File: config.mk
export PLATFORM = sky130hd
export DESIGN_NAME = mlmd_core
export DESIGN_NICKNAME = d
export VERILOG_FILES = /design/src/hw/mlmd_pkg.sv /design/src/hw/mlmd_core.sv /design/src/hw/mlmd_decode.sv
export SDC_FILE = /design/constraint.sdc
export NUM_CORES = 2
export LEC_CHECK = 0
export ABC_CLOCK_PERIOD_IN_PS = 22600
export BUFFER_PORTS_ARGS = -buffer_cell sky130_fd_sc_hd__buf_2
export CORE_MARGIN = 2
export CORE_UTILIZATION = 55
export CTS_CLUSTER_DIAMETER = 200
export CTS_CLUSTER_SIZE = 14
export DETAILED_ROUTE_END_ITERATION = 16
export GPL_ROUTABILITY_DRIVEN = 0
export PLACE_DENSITY = 0.72
export SLEW_MARGIN = 20
export SYNTH_ARGS = -nofsm -noshare
export SYNTH_HDL_FRONTEND = slang
export SYNTH_HIERARCHICAL = 1
export SYNTH_SLANG_ARGS = --single-unit
File: constraint.sdc
create_clock -name clk_sys -period 22.6 [get_ports clk_sys]
set_clock_uncertainty 0.15 [all_clocks]
set_input_delay 0 -clock clk_sys [delete_from_list [all_inputs] [get_ports clk_sys]]
set_output_delay 0 -clock clk_sys [all_outputs]
set_load 0.005 [all_outputs]
File: src/hw/mlmd_pkg.sv
/*
  constants for the move / logic / multiply decode-and-execute block:
  apb register map, field positions, encodings, special selectors.
  assumes a single 250 MHz clock domain and a 32-bit apb master.
*/
package mlmd_pkg;
  localparam int          APB_AW         = 8;
  localparam logic [7:0]  OFS_CTRL       = 8'h00;
  localparam logic [7:0]  OFS_FLAGS      = 8'h04;
  localparam logic [7:0]  OFS_STATUS     = 8'h08;
  localparam logic [7:0]  OFS_RETIRED    = 8'h0c;
  localparam logic [7:0]  OFS_GPR_IDX    = 8'h10;
  localparam logic [7:0]  OFS_GPR_DATA   = 8'h14;
  localparam int          CTRL_EN_BIT    = 0;
  localparam int          CTRL_PRIV_BIT  = 1;
  localparam logic [1:0]  CTRL_RESET     = 2'h0;
  localparam int          FLAGS_LSB      = 28;
  localparam logic [3:0]  FLAGS_RESET    = 4'h0;
  localparam int          FLAG_N         = 3;
  localparam int          FLAG_Z         = 2;
  localparam int          FLAG_C         = 1;
  localparam int          FLAG_V         = 0;
  localparam int          STAT_DENY_BIT  = 0;
  localparam int          STAT_UNDEF_BIT = 1;
  localparam int          STAT_DEPR_BIT  = 2;
  localparam logic [7:0]  SEL_FLAGS      = 8'h00;
  localparam logic [7:0]  SEL_STACK      = 8'h08;
  localparam logic [7:0]  SEL_CONTROL    = 8'h14;
  localparam logic [3:0]  IDX_SP         = 4'hd;
  localparam logic [3:0]  IDX_PC         = 4'hf;
  localparam logic [31:0] PC_AHEAD       = 32'h4;
  localparam logic [7:0]  ENC_COPY_HI    = 8'h46;
  localparam logic [9:0]  ENC_COPY_FL    = 10'h000;
  localparam logic [4:0]  ENC_SHIFT_IMM  = 5'h00;
  localparam logic [9:0]  ENC_NEGATE     = 10'h109;
  localparam logic [9:0]  ENC_OR         = 10'h10c;
  localparam logic [9:0]  ENC_MUL        = 10'h10d;
  localparam logic [9:0]  ENC_INV        = 10'h10f;
  localparam logic [15:0] ENC_HINT       = 16'hbf00;
  localparam logic [15:0] ENC_RDSPEC_HW0 = 16'hf3ef;
  localparam logic [3:0]  ENC_RDSPEC_HW1 = 4'h8;
  localparam logic [11:0] ENC_WRSPEC_HW0 = 12'hf38;
  localparam logic [7:0]  ENC_WRSPEC_HW1 = 8'h88;

  typedef enum logic [3:0] {
    MLMD_OP_COPY   = 4'h0,
    MLMD_OP_COPYS  = 4'h1,
    MLMD_OP_RDSPEC = 4'h2,
    MLMD_OP_WRSPEC = 4'h3,
    MLMD_OP_MUL    = 4'h4,
    MLMD_OP_INV    = 4'h5,
    MLMD_OP_OR     = 4'h6,
    MLMD_OP_HINT   = 4'h7,
    MLMD_OP_NEG    = 4'h8,
    MLMD_OP_FOREIGN = 4'h9,
    MLMD_OP_UNDEF  = 4'ha
  } mlmd_op_t;
endpackage

File: src/hw/mlmd_core.sv
/*
  decode-and-execute for register copy, special-register moves, multiply,
  invert, inclusive or, the idle hint and the negate alias, with its own
  register file, status flags and an apb slave for control and inspection.
  assumes fetch is on clk_sys and presents one instruction per handshake.
*/
module mlmd_core
  import mlmd_pkg::*;
#(
  parameter bit HIGH_REGS_OK = 1'b1
) (
  input  wire logic              clk_sys,
  input  wire logic              rst_n,
  input  wire logic [APB_AW-1:0] paddr,
  input  wire logic              psel,
  input  wire logic              penable,
  input  wire logic              pwrite,
  input  wire logic [31:0]       pwdata,
  output logic      [31:0]       prdata,
  output logic                   pready,
  output logic                   pslverr,
  input  wire logic              instr_valid,
  output logic                   instr_ready,
  input  wire logic [31:0]       instr_addr,
  input  wire logic [15:0]       instr_hw0,
  input  wire logic [15:0]       instr_hw1,
  output logic                   exec_done,
  output logic                   branch_valid,
  output logic      [31:0]       branch_target,
  output logic                   undef_seen,
  output logic                   foreign_op
);
  logic [1:0]  ctrl_ff;
  logic [3:0]  flags_ff;
  logic [2:0]  status_ff;
  logic [31:0] retired_ff;
  logic [3:0]  gpr_idx_ff;
  logic [1:0]  spec_ctl_ff;
  logic [31:0] gpr_ff [0:14];
  logic [31:0] prdata_ff;
  logic        pready_ff;
  logic        pslverr_ff;
  logic        done_ff;
  logic        branch_ff;
  logic [31:0] target_ff;
  logic        undef_ff;
  logic        foreign_ff;

  mlmd_op_t    op;
  logic [3:0]  dst;
  logic [3:0]  src;
  logic [7:0]  sel;
  logic        fire;
  logic        priv;
  logic [31:0] val_d;
  logic [31:0] val_s;
  logic [63:0] product;
  logic [32:0] neg_sum;
  logic        nxt_wr;
  logic [31:0] nxt_val;
  logic        nxt_fl_we;
  logic [3:0]  nxt_flags;
  logic        nxt_branch;
  logic [31:0] nxt_target;
  logic        nxt_ctl_we;
  logic        nxt_deny;
  logic        nxt_depr;
  logic        apb_wr;
  logic        apb_setup;
  logic        mapped;
  logic [31:0] nxt_prdata;

  mlmd_decode #(
    .HIGH_REGS_OK (HIGH_REGS_OK)
  ) u_decode (
    .hw0 (instr_hw0),
    .hw1 (instr_hw1),
    .op  (op),
    .dst (dst),
    .src (src),
    .sel (sel)
  );

  assign fire      = instr_valid && instr_ready;
  assign priv      = ctrl_ff[CTRL_PRIV_BIT];
  assign apb_setup = psel && !penable;
  assign apb_wr    = psel && penable && pready && pwrite;

  // register reads, pc reads as the fetch address plus four
  function automatic logic [31:0] read_gpr(input logic [3:0] idx);
    read_gpr = (idx == IDX_PC) ? (instr_addr + PC_AHEAD) : gpr_ff[idx];
  endfunction

  assign val_d   = read_gpr(dst);
  assign val_s   = read_gpr(src);
  assign product = val_s * val_d;
  assign neg_sum = {1'b0, ~val_s} + 33'h1;

  always_comb begin
    nxt_wr     = 1'b0;
    nxt_val    = 32'h0;
    nxt_fl_we  = 1'b0;
    nxt_flags  = flags_ff;
    nxt_branch = 1'b0;
    nxt_target = 32'h0;
    nxt_ctl_we = 1'b0;
    nxt_deny   = 1'b0;
    nxt_depr   = 1'b0;
    case (op)
      MLMD_OP_COPY: begin
        nxt_depr = (dst >= IDX_SP) && (src >= IDX_SP);
        if (dst == IDX_PC) begin
          nxt_branch = 1'b1;
          nxt_target = {val_s[31:1], 1'b0};
        end else begin
          nxt_wr  = 1'b1;
          nxt_val = val_s;
        end
      end
      MLMD_OP_COPYS: begin
        nxt_wr    = 1'b1;
        nxt_val   = val_s;
        nxt_fl_we = 1'b1;
      end
      MLMD_OP_RDSPEC: begin
        nxt_wr = 1'b1;
        if (sel == SEL_FLAGS) begin
          nxt_val = {flags_ff, 28'h0};
        end else if (sel == SEL_CONTROL) begin
          nxt_val = {30'h0, spec_ctl_ff};
        end else if (priv && sel == SEL_STACK) begin
          nxt_val = gpr_ff[IDX_SP];
        end else begin
          nxt_deny = !priv;
        end
      end
      MLMD_OP_WRSPEC: begin
        if (sel == SEL_FLAGS) begin
          nxt_fl_we = 1'b1;
          nxt_flags = val_s[31:FLAGS_LSB];
        end else if (!priv) begin
          nxt_deny = 1'b1;
        end else begin
          nxt_ctl_we = (sel == SEL_CONTROL);
        end
      end
      MLMD_OP_MUL: begin
        nxt_wr    = 1'b1;
        nxt_val   = product[31:0];
        nxt_fl_we = 1'b1;
      end
      MLMD_OP_INV: begin
        nxt_wr    = 1'b1;
        nxt_val   = ~val_s;
        nxt_fl_we = 1'b1;
      end
      MLMD_OP_OR: begin
        nxt_wr    = 1'b1;
        nxt_val   = val_d | val_s;
        nxt_fl_we = 1'b1;
      end
      MLMD_OP_NEG: begin
        nxt_wr    = 1'b1;
        nxt_val   = neg_sum[31:0];
        nxt_fl_we = 1'b1;
        nxt_flags[FLAG_C] = neg_sum[32];
        nxt_flags[FLAG_V] = (val_s == 32'h80000000);
      end
      MLMD_OP_HINT: begin
        nxt_wr = 1'b0;
      end
      MLMD_OP_FOREIGN: begin
        nxt_wr = 1'b0;
      end
      MLMD_OP_UNDEF: begin
        nxt_wr = 1'b0;
      end
    endcase
    if (nxt_fl_we && op != MLMD_OP_WRSPEC) begin
      nxt_flags[FLAG_N] = nxt_val[31];
      nxt_flags[FLAG_Z] = (nxt_val == 32'h0);
    end
  end

  // register file, one flop word per entry
  for (genvar i = 0; i < 15; i++) begin : g_gpr
    always_ff @(posedge clk_sys or negedge rst_n) begin
      if (!rst_n) begin
        gpr_ff[i] <= 32'h0;
      end else if (fire && nxt_wr && dst == 4'(i)) begin
        gpr_ff[i] <= nxt_val;
      end else if (apb_wr && paddr == OFS_GPR_DATA && gpr_idx_ff == 4'(i)) begin
        gpr_ff[i] <= pwdata;
      end
    end
  end

  always_ff @(posedge clk_sys or negedge rst_n) begin
    if (!rst_n) begin
      flags_ff <= FLAGS_RESET;
    end else if (fire && nxt_fl_we) begin
      flags_ff <= nxt_flags;
    end else if (apb_wr && paddr == OFS_FLAGS) begin
      flags_ff <= pwdata[31:FLAGS_LSB];
    end
  end

  always_ff @(posedge clk_sys or negedge rst_n) begin
    if (!rst_n) begin
      spec_ctl_ff <= 2'h0;
    end else if (fire && nxt_ctl_we) begin
      spec_ctl_ff <= val_s[1:0];
    end
  end

  // execution results toward fetch
  always_ff @(posedge clk_sys or negedge rst_n) begin
    if (!rst_n) begin
      done_ff    <= 1'b0;
      branch_ff  <= 1'b0;
      target_ff  <= 32'h0;
      undef_ff   <= 1'b0;
      foreign_ff <= 1'b0;
    end else begin
      done_ff    <= fire;
      branch_ff  <= fire && nxt_branch;
      target_ff  <= (fire && nxt_branch) ? nxt_target : target_ff;
      undef_ff   <= fire && (op == MLMD_OP_UNDEF);
      foreign_ff <= fire && (op == MLMD_OP_FOREIGN);
    end
  end

  // sticky status, a set in the same cycle beats the write-one clear
  always_ff @(posedge clk_sys or negedge rst_n) begin
    if (!rst_n) begin
      status_ff <= 3'h0;
    end else begin
      status_ff <= (status_ff & ~((apb_wr && paddr == OFS_STATUS) ? pwdata[2:0] : 3'h0))
                 | {fire && nxt_depr, fire && op == MLMD_OP_UNDEF, fire && nxt_deny};
    end
  end

  always_ff @(posedge clk_sys or negedge rst_n) begin
    if (!rst_n) begin
      retired_ff <= 32'h0;
    end else if (fire) begin
      retired_ff <= retired_ff + 32'h1;
    end
  end

  always_ff @(posedge clk_sys or negedge rst_n) begin
    if (!rst_n) begin
      ctrl_ff    <= CTRL_RESET;
      gpr_idx_ff <= 4'h0;
    end else if (apb_wr && paddr == OFS_CTRL) begin
      ctrl_ff <= pwdata[1:0];
    end else if (apb_wr && paddr == OFS_GPR_IDX) begin
      gpr_idx_ff <= pwdata[3:0];
    end
  end

  // apb read data captured in the setup cycle
  always_comb begin
    mapped     = 1'b1;
    nxt_prdata = 32'h0;
    case (paddr)
      OFS_CTRL:     nxt_prdata = {30'h0, ctrl_ff};
      OFS_FLAGS:    nxt_prdata = {flags_ff, 28'h0};
      OFS_STATUS:   nxt_prdata = {29'h0, status_ff};
      OFS_RETIRED:  nxt_prdata = retired_ff;
      OFS_GPR_IDX:  nxt_prdata = {28'h0, gpr_idx_ff};
      OFS_GPR_DATA: nxt_prdata = (gpr_idx_ff == IDX_PC) ? 32'h0 : gpr_ff[gpr_idx_ff];
      default:      mapped     = 1'b0;
    endcase
  end

  always_ff @(posedge clk_sys or negedge rst_n) begin
    if (!rst_n) begin
      prdata_ff  <= 32'h0;
      pslverr_ff <= 1'b0;
      pready_ff  <= 1'b0;
    end else begin
      pready_ff <= 1'b1;
      if (apb_setup) begin
        prdata_ff  <= pwrite ? 32'h0 : nxt_prdata;
        pslverr_ff <= !mapped;
      end
    end
  end

  assign prdata        = prdata_ff;
  assign pready        = pready_ff;
  assign pslverr       = pslverr_ff;
  assign instr_ready   = ctrl_ff[CTRL_EN_BIT];
  assign exec_done     = done_ff;
  assign branch_valid  = branch_ff;
  assign branch_target = target_ff;
  assign undef_seen    = undef_ff;
  assign foreign_op    = foreign_ff;
endmodule // mlmd_core

File: src/hw/mlmd_decode.sv
/*
  combinational decoder for the move / logic / multiply group.
  assumes the halfwords come straight from the fetch stage, hw0 first.
*/
module mlmd_decode
  import mlmd_pkg::*;
#(
  parameter bit HIGH_REGS_OK = 1'b1
) (
  input  wire logic [15:0] hw0,
  input  wire logic [15:0] hw1,
  output mlmd_op_t         op,
  output logic      [3:0]  dst,
  output logic      [3:0]  src,
  output logic      [7:0]  sel
);
  logic is_wide;

  assign is_wide = (hw0[15:13] == 3'h7) && (hw0[12:11] != 2'h0);

  always_comb begin
    op  = MLMD_OP_FOREIGN;
    dst = {1'b0, hw0[2:0]};
    src = {1'b0, hw0[5:3]};
    sel = hw1[7:0];
    if (is_wide) begin
      if (hw0 == ENC_RDSPEC_HW0 && hw1[15:12] == ENC_RDSPEC_HW1) begin
        op  = MLMD_OP_RDSPEC;
        dst = hw1[11:8];
      end else if (hw0[15:4] == ENC_WRSPEC_HW0 && hw1[15:8] == ENC_WRSPEC_HW1) begin
        op  = MLMD_OP_WRSPEC;
        src = hw0[3:0];
      end
    end else if (hw0[15:8] == ENC_COPY_HI) begin
      dst = {hw0[7], hw0[2:0]};
      src = hw0[6:3];
      op  = MLMD_OP_COPY;
      if (!HIGH_REGS_OK && (dst[3] || src[3])) begin
        op = MLMD_OP_UNDEF;
      end
    end else if (hw0[15:6] == ENC_COPY_FL) begin
      op = MLMD_OP_COPYS;
    end else if (hw0[15:11] == ENC_SHIFT_IMM) begin
      op = MLMD_OP_FOREIGN;
    end else if (hw0[15:6] == ENC_MUL) begin
      op = MLMD_OP_MUL;
    end else if (hw0[15:6] == ENC_INV) begin
      op = MLMD_OP_INV;
    end else if (hw0[15:6] == ENC_OR) begin
      op = MLMD_OP_OR;
    end else if (hw0[15:6] == ENC_NEGATE) begin
      op = MLMD_OP_NEG;
    end else if (hw0 == ENC_HINT) begin
      op = MLMD_OP_HINT;
    end
  end
endmodule // mlmd_decode

* Word-level counts from Yosys, hierarchy flattened
Index checks and enable logic that the tools add are counted.
Word-level totals: register bits 597, bits of input ports 110, output and inout port bits 71
Operators by class: $add $sub $neg 3, multipliers 1, order comparisons 5, equal/unequal tests 64, mux-type cells 93, bitwise logic cells 9, reduce and logical (&&, ||, !) cells 88
Operators by type and width (count):
- $mux W32 | 46
- $bmux W32 S4 | 3
- $pmux W32 S7 | 1
- $pmux W32 S6 | 1
- $eq A4 B4 Y1 const B | 21
- $mux W4 | 21
- $logic_and A1 B1 Y1 | 54
- $eq A4 B3 Y1 const B | 11
- $eq A10 B9 Y1 const B | 4
- $reduce_bool A2 Y1 | 17
- $add A32 B1 Y33 const B | 1
- $add A32 B1 Y32 const B | 1
- $add A32 B3 Y32 const B | 1
- $eq A16 B16 Y1 const B | 2
- $eq A32 B32 Y1 const B | 1
- $logic_not A32 Y1 | 1
- $mul A32 B32 Y32 | 1
- $not A32 Y32 | 1
- $or A32 B32 Y32 | 1
- $eq A4 B2 Y1 const B | 6
- $eq A8 B4 Y1 const B | 3
- $eq A8 B5 Y1 const B | 3
- $logic_not A8 Y1 | 2
- $ge A5 B5 Y1 const B | 3
- other kinds (29) | 57

* Longest topological paths before layout
depth after elaboration 16, gate-level depth with buffers 46, gate-level depth less buffers 38

* Hierarchy
The synthesis kept the hierarchy.
By module, submodules not included:
- mlmd_core | times used 1, cells each 6024, area an instance 57950.6 um2, sequential area each 14914.3 um2
- mlmd_decode | times used 1, cells each 51, area an instance 422.9 um2, sequential area each 0.0 um2

* Worst setup path before layout
Ideal clock, no wire load.
path kind input -> register, start point input port instr_hw1[13], end point register gpr_ff[125] (netlist bit), library setup time 0.137 ns, arrival 10.537 ns, setup slack 11.776 ns, cell stages on the path 38, path buffers 7, path through or4b_1 > or4_4 > nor2_4 > mux2_1 > buf_6 > buf_6 > buf_4 > buf_2 > mux4_2 > o22a_1 > o211ai_1 > clkbuf_1 > clkbuf_1 > nor2_1 > fa_1 > inv_1 > fa_1 > fa_1 > [2 not listed] > fa_1 > inv_1 > fa_1 > inv_1 > fa_1 > fa_1 > ha_1 > a21o_1 > a21o_1 > a21oi_1 > o21a_1 > o31a_1 > a2111oi_0 > a211o_1 > xor2_1 > a221oi_1 > clkbuf_1 > a21oi_1
On the way: longest elaborated chain between the ends 14
RTL lines:
- start, declared | line mlmd_core.sv:26 | input wire logic [15:0] instr_hw1,
- $eq A8 B8 Y1 | line mlmd_decode.sv:30 | end else if (hw0[15:4] == ENC_WRSPEC_HW0 && hw1[15:8] == ENC_WRSPEC_HW1) begin
- $logic_and A1 B1 Y1 | line mlmd_decode.sv:30
- $mux W4 | line mlmd_decode.sv:30
- $mux W4 * | line mlmd_decode.sv:27 | if (hw0 == ENC_RDSPEC_HW0 && hw1[15:12] == ENC_RDSPEC_HW1) begin
- $mux W4 * | line mlmd_decode.sv:26 | if (is_wide) begin
- named net src[0] | line mlmd_core.sv:51 | logic [3:0] src;
- $not A4 Y5 (not written as such) | line mlmd_core.sv:91 | read_gpr = (idx == IDX_PC) ? (instr_addr + PC_AHEAD) : gpr_ff[idx];
- $bmux W32 S4 | line mlmd_core.sv:91
- $mux W32 (not written as such) (2 in series) | line mlmd_core.sv:91
- $mux W32 * | line mlmd_core.sv:91
- branches (longest 2 deep; another with $mul A32 B32 Y32)
- $pmux W32 S7 * | line mlmd_core.sv:109 | case (op)
- $mux W32 * | line mlmd_core.sv:190 | end else if (fire && nxt_wr && dst == 4'(i)) begin
- end signal, assigned by index | line mlmd_core.sv:191 | gpr_ff[i] <= nxt_val;
- end signal, assigned by index | line mlmd_core.sv:193 | gpr_ff[i] <= pwdata;
- end, declared | line mlmd_core.sv:39 | logic [31:0] gpr_ff [0:14];
Mark *: on every way through the listed nets, which the timed path passes. The select of a mux whose other input is x is not followed. A chain may end at the register's enable or synchronous reset.

* Worst setup path after layout
start point input port instr_hw1[13], end point register flags_ff[2]
On the way: longest elaborated chain between the ends 16
RTL lines:
- $eq A8 B8 Y1 | line mlmd_decode.sv:30
- $logic_and A1 B1 Y1 | line mlmd_decode.sv:30
- $mux W4 | line mlmd_decode.sv:30
- $mux W4 * | line mlmd_decode.sv:27
- $mux W4 * | line mlmd_decode.sv:26
- named net src[2] | line mlmd_core.sv:51
- $not A4 Y5 (not written as such) | line mlmd_core.sv:91
- $bmux W32 S4 | line mlmd_core.sv:91
- $mux W32 (not written as such) (2 in series) | line mlmd_core.sv:91
- $mux W32 * | line mlmd_core.sv:91
- branches (longest 4 deep; another with $mul A32 B32 Y32)
- $mux W2 * | line mlmd_core.sv:179 | if (nxt_fl_we && op != MLMD_OP_WRSPEC) begin
- $mux W4 * | line mlmd_core.sv:201 | end else if (fire && nxt_fl_we) begin
- end signal, assigned | line mlmd_core.sv:202 | flags_ff <= nxt_flags;
- end signal, assigned | line mlmd_core.sv:204 | flags_ff <= pwdata[31:FLAGS_LSB];
- end, declared | line mlmd_core.sv:34 | logic [3:0] flags_ff;
Marked as above.

==> impl_metrics.yaml <==
outcome:
  outcome: "completed"
power_and_ir_drop:
  p_sw_share_pct: 31.5
  powerDensity_nw_per_um2: 37.2
  p_leak_uw: 0.0276
  internal-power_uw: 1590
  clkPwrFrac_pct: 36.2
  p_comb_share_pct: 17.6
  max-vdd-ir-drop_mv: 0.0577
  p_seq_share_pct: 46.2
  power_switching_uw: 730
synthesis:
  synth_most_common_cell: "dfrtp_1"
  synth-edff-count: 0
  synthesis.nets: 6719
  synth.ff_latch_count: 596
  syn_area_per_cell_sq_um: 9.61
  synth_cells: 6075
  synth.area.top_cells: "dfrtp_1 26%, fa_1 14%, mux4_2 12%, mux2i_1 6.0%, nor2_1 3.8%"
  synth_cell_types: 108
  synth.top_cell.area_share_pct: 25.5
  syn_area_sq_um: 58400
  synth_flop_cell: "dfrtp_1"
  synth_commonest_cells: "596 x dfrtp_1, 588 x nor2_1, 545 x nand2_1"
  synth_warnings: 6
  yosysTopAreaCell: "dfrtp_1"
  async_flop_share_pct: 100
  ys_seq_area_share_pct: 25.5
clocking:
  cts_root_buf: "clkbuf_16"
  ctsResizeCount: 0
  hold_buffers: 66
  postCtsSetupBuffers: 0
  cts_inserted_buffers: 48
  cts_max_path_buffers: 3
  clk_pin_slew_ps: 90
  cts_num_sinks: 596
  cts_htree_levels: 2
  cts_tree: "done"
  clk_latency_ps: 700
global_routing:
  antenna_found_initial: 23
  grt_overflow: 0
  grt_first_pass_wirelength_mm: 335
  grt_max_degree: 166
  grt_pass1_vias: 50960
  grt_usage_pct: 41.9
cells_and_area:
  nFillCells: 8903
  fin_cells: 7399
  nets: 6635
  syn2layout_area_growth_pct: 6.80
  postLayoutCellArea_sq_um: 62300
  drive_gt1_share_pct: 17.1
  seq_area_sq_um: 14900
  multiInputGateArea_sq_um: 39700
setup_path:
  crit_top_cell: "fa_1"
  crit_path_start_kind: "input port"
  arrival_ps: 12990
  crit_type: "in2reg"
  reg2regPathDepth: 30
  path_max_fanout: 38
  cp.required_ps: 23080
  worstSetupEndpointType: "flop"
  crit_slowest_cell: "nor4b_2"
  rrSetupSlack_ps: 12070
  slowest_delay_ps: 960
timing:
  rsz0062_at_grt: "no"
  hold_ws_ps: 40.4
  max_slew_margin_pct: 12.0
  period_minus_slack_ps: 12520
  final-hold-violation-count: 0
  tightestPinTransition_ps: 1310
  setup_viol: 0
  fin_tns_setup_ps: 0
  final_max_slew_viol_count: 0
  timing.fmax_mhz: 79.9
  fin_crit_sh_pct: 55.4
placement:
  dp.cells: 7265
  dpl-instance-area_sq_um: 60300
  numPortBuffers: 179
  post-dp-hpwl_mm: 152
route:
  vias: 52063
  drc: 0
  wl_mm: 228
  via_per_inst: 7.04
  routedWlPerCell_um: 30.8
  drt-initial-drc-count: 8166
  first_pass_iters: 12
  postRouteAntennaNets: 0
die:
  core_area_sq_um: 105000
  rows: 119
  die_y_um: 330
  start_util_pct: 55.5
  die_w_um: 330
  ios: 181
  die_area_sq_um: 109000
job:
  max_cap_violations: 0
min_path:
  hold_path.class: "in2reg"
  whs_path_depth: 5
[routing by layer]
layer | share of wire (%) | GRT usage, % | up-vias
met4 | 8.8 | 28.4 | 12
met1 | 34 | 52.7 | 25463
met5 | 0.042 | 0.130 | -
met2 | 41 | 58.6 | 4341
li1 | - | - | 21036
met3 | 16 | 18.0 | 1211
[worst max-delay path: cells and delay by family]
| kind | cells | cell delay, ps |
|---|---|---|
| AOI/OAI and AO/OA | 8 | 2870 |
| xor gates and xnor gates | 1 | 350 |
| adders and majority gates | 9 | 3830 |
| buffers and inverters | 7 | 1410 |
| and+or+nand+nor | 11 | 4470 |
[metrics by stage]
stage                     util, %  setup slack, ps  total power, uW
final                        59.2            10080             2320
after global routing         59.2            10020             2370
after CTS                    59.2            10340             2300
after detailed placement     57.3             9640             1470
after global placement       57.3             9830             1470
after floorplan                 -            11780             1320
[power by group through the flow]
stage                     logic, uW  registers (uW)  clock network, uW
after floorplan                 227            1090                  0
after global placement          373            1090                  0
after detailed placement        377            1090                  0
after CTS                       390            1070                840
after global routing            425            1070                875
final                           408            1070                839
[layout make-up]
cell class                      instances  share of cell area [%]
Tap cell                             1391                    2.79
Timing Repair Buffer                  403                    4.49
Sequential cell                       596                    23.9
Clock buffer                           51                    1.96
Antenna cell                           12                  0.0482
Clock inverter                          4                   0.155
Multi-Input combinational cell       4468                    63.8
Inverter                              474                    2.85
[final timing paths]
path / endpoint / from
max reg2reg: flags_ff[2] / gpr_ff[292]
min in group asynchronous: prdata[14] / rst_n
min reg2reg: prdata[23] / prdata[23]
min: status_ff[2] / instr_hw0[3]
max in group asynchronous: gpr_ff[15] / rst_n
max: flags_ff[2] / instr_hw1[13]
[kinds of logic (layout without fill, tap and decap cells)]
family | after synthesis | count (layout) | synth area share [%]
flip-flops | 596 | 596 | 25.5
XOR/XNOR | 134 | 134 | 2.22
other | 2 | 14 | 0.0129
buffers and inverters | 1011 | 932 | 7.16
multiplexers | 828 | 828 | 21.3
adder cells (fa/ha/maj) | 534 | 534 | 16.7
AO/OA/AOI/OAI | 1238 | 1238 | 13.3
AND/OR/NAND/NOR | 1732 | 1732 | 13.8
[state kept, by name, summed over array words and instances, names as in the netlist]
signal	count
gpr_ff	480
prdata	32
retired_ff	32
branch_target	31
flags_ff	4
gpr_idx_ff	4
status_ff	3
ctrl_ff	2
spec_ctl_ff	2
branch_valid	1
exec_done	1
foreign_op	1
pready	1
pslverr	1
undef_seen	1
[placed cells by master (no fill, tap or decap), types with 31 or more instances in the layout]
cell type and count:
nand3_1 72, buf_4 155, o21ai_0 395, a211oi_1 151
nor3_1 39, a22oi_1 50, nand4_1 31, nand2b_1 99
ha_1 126, nand2_1 539, inv_1 470, dlygate4sd3_1 65
fa_1 408, nor2b_1 153, nor2_1 565, xor2_1 39
or2_2 51, xnor2_1 86, mux4_2 303, dfrtp_1 592
buf_2 178, clkbuf_16 48, a21oi_1 325, o221ai_1 32
mux2_2 164, mux2i_1 347
Note: power is estimated with default switching activity, not from simulation.
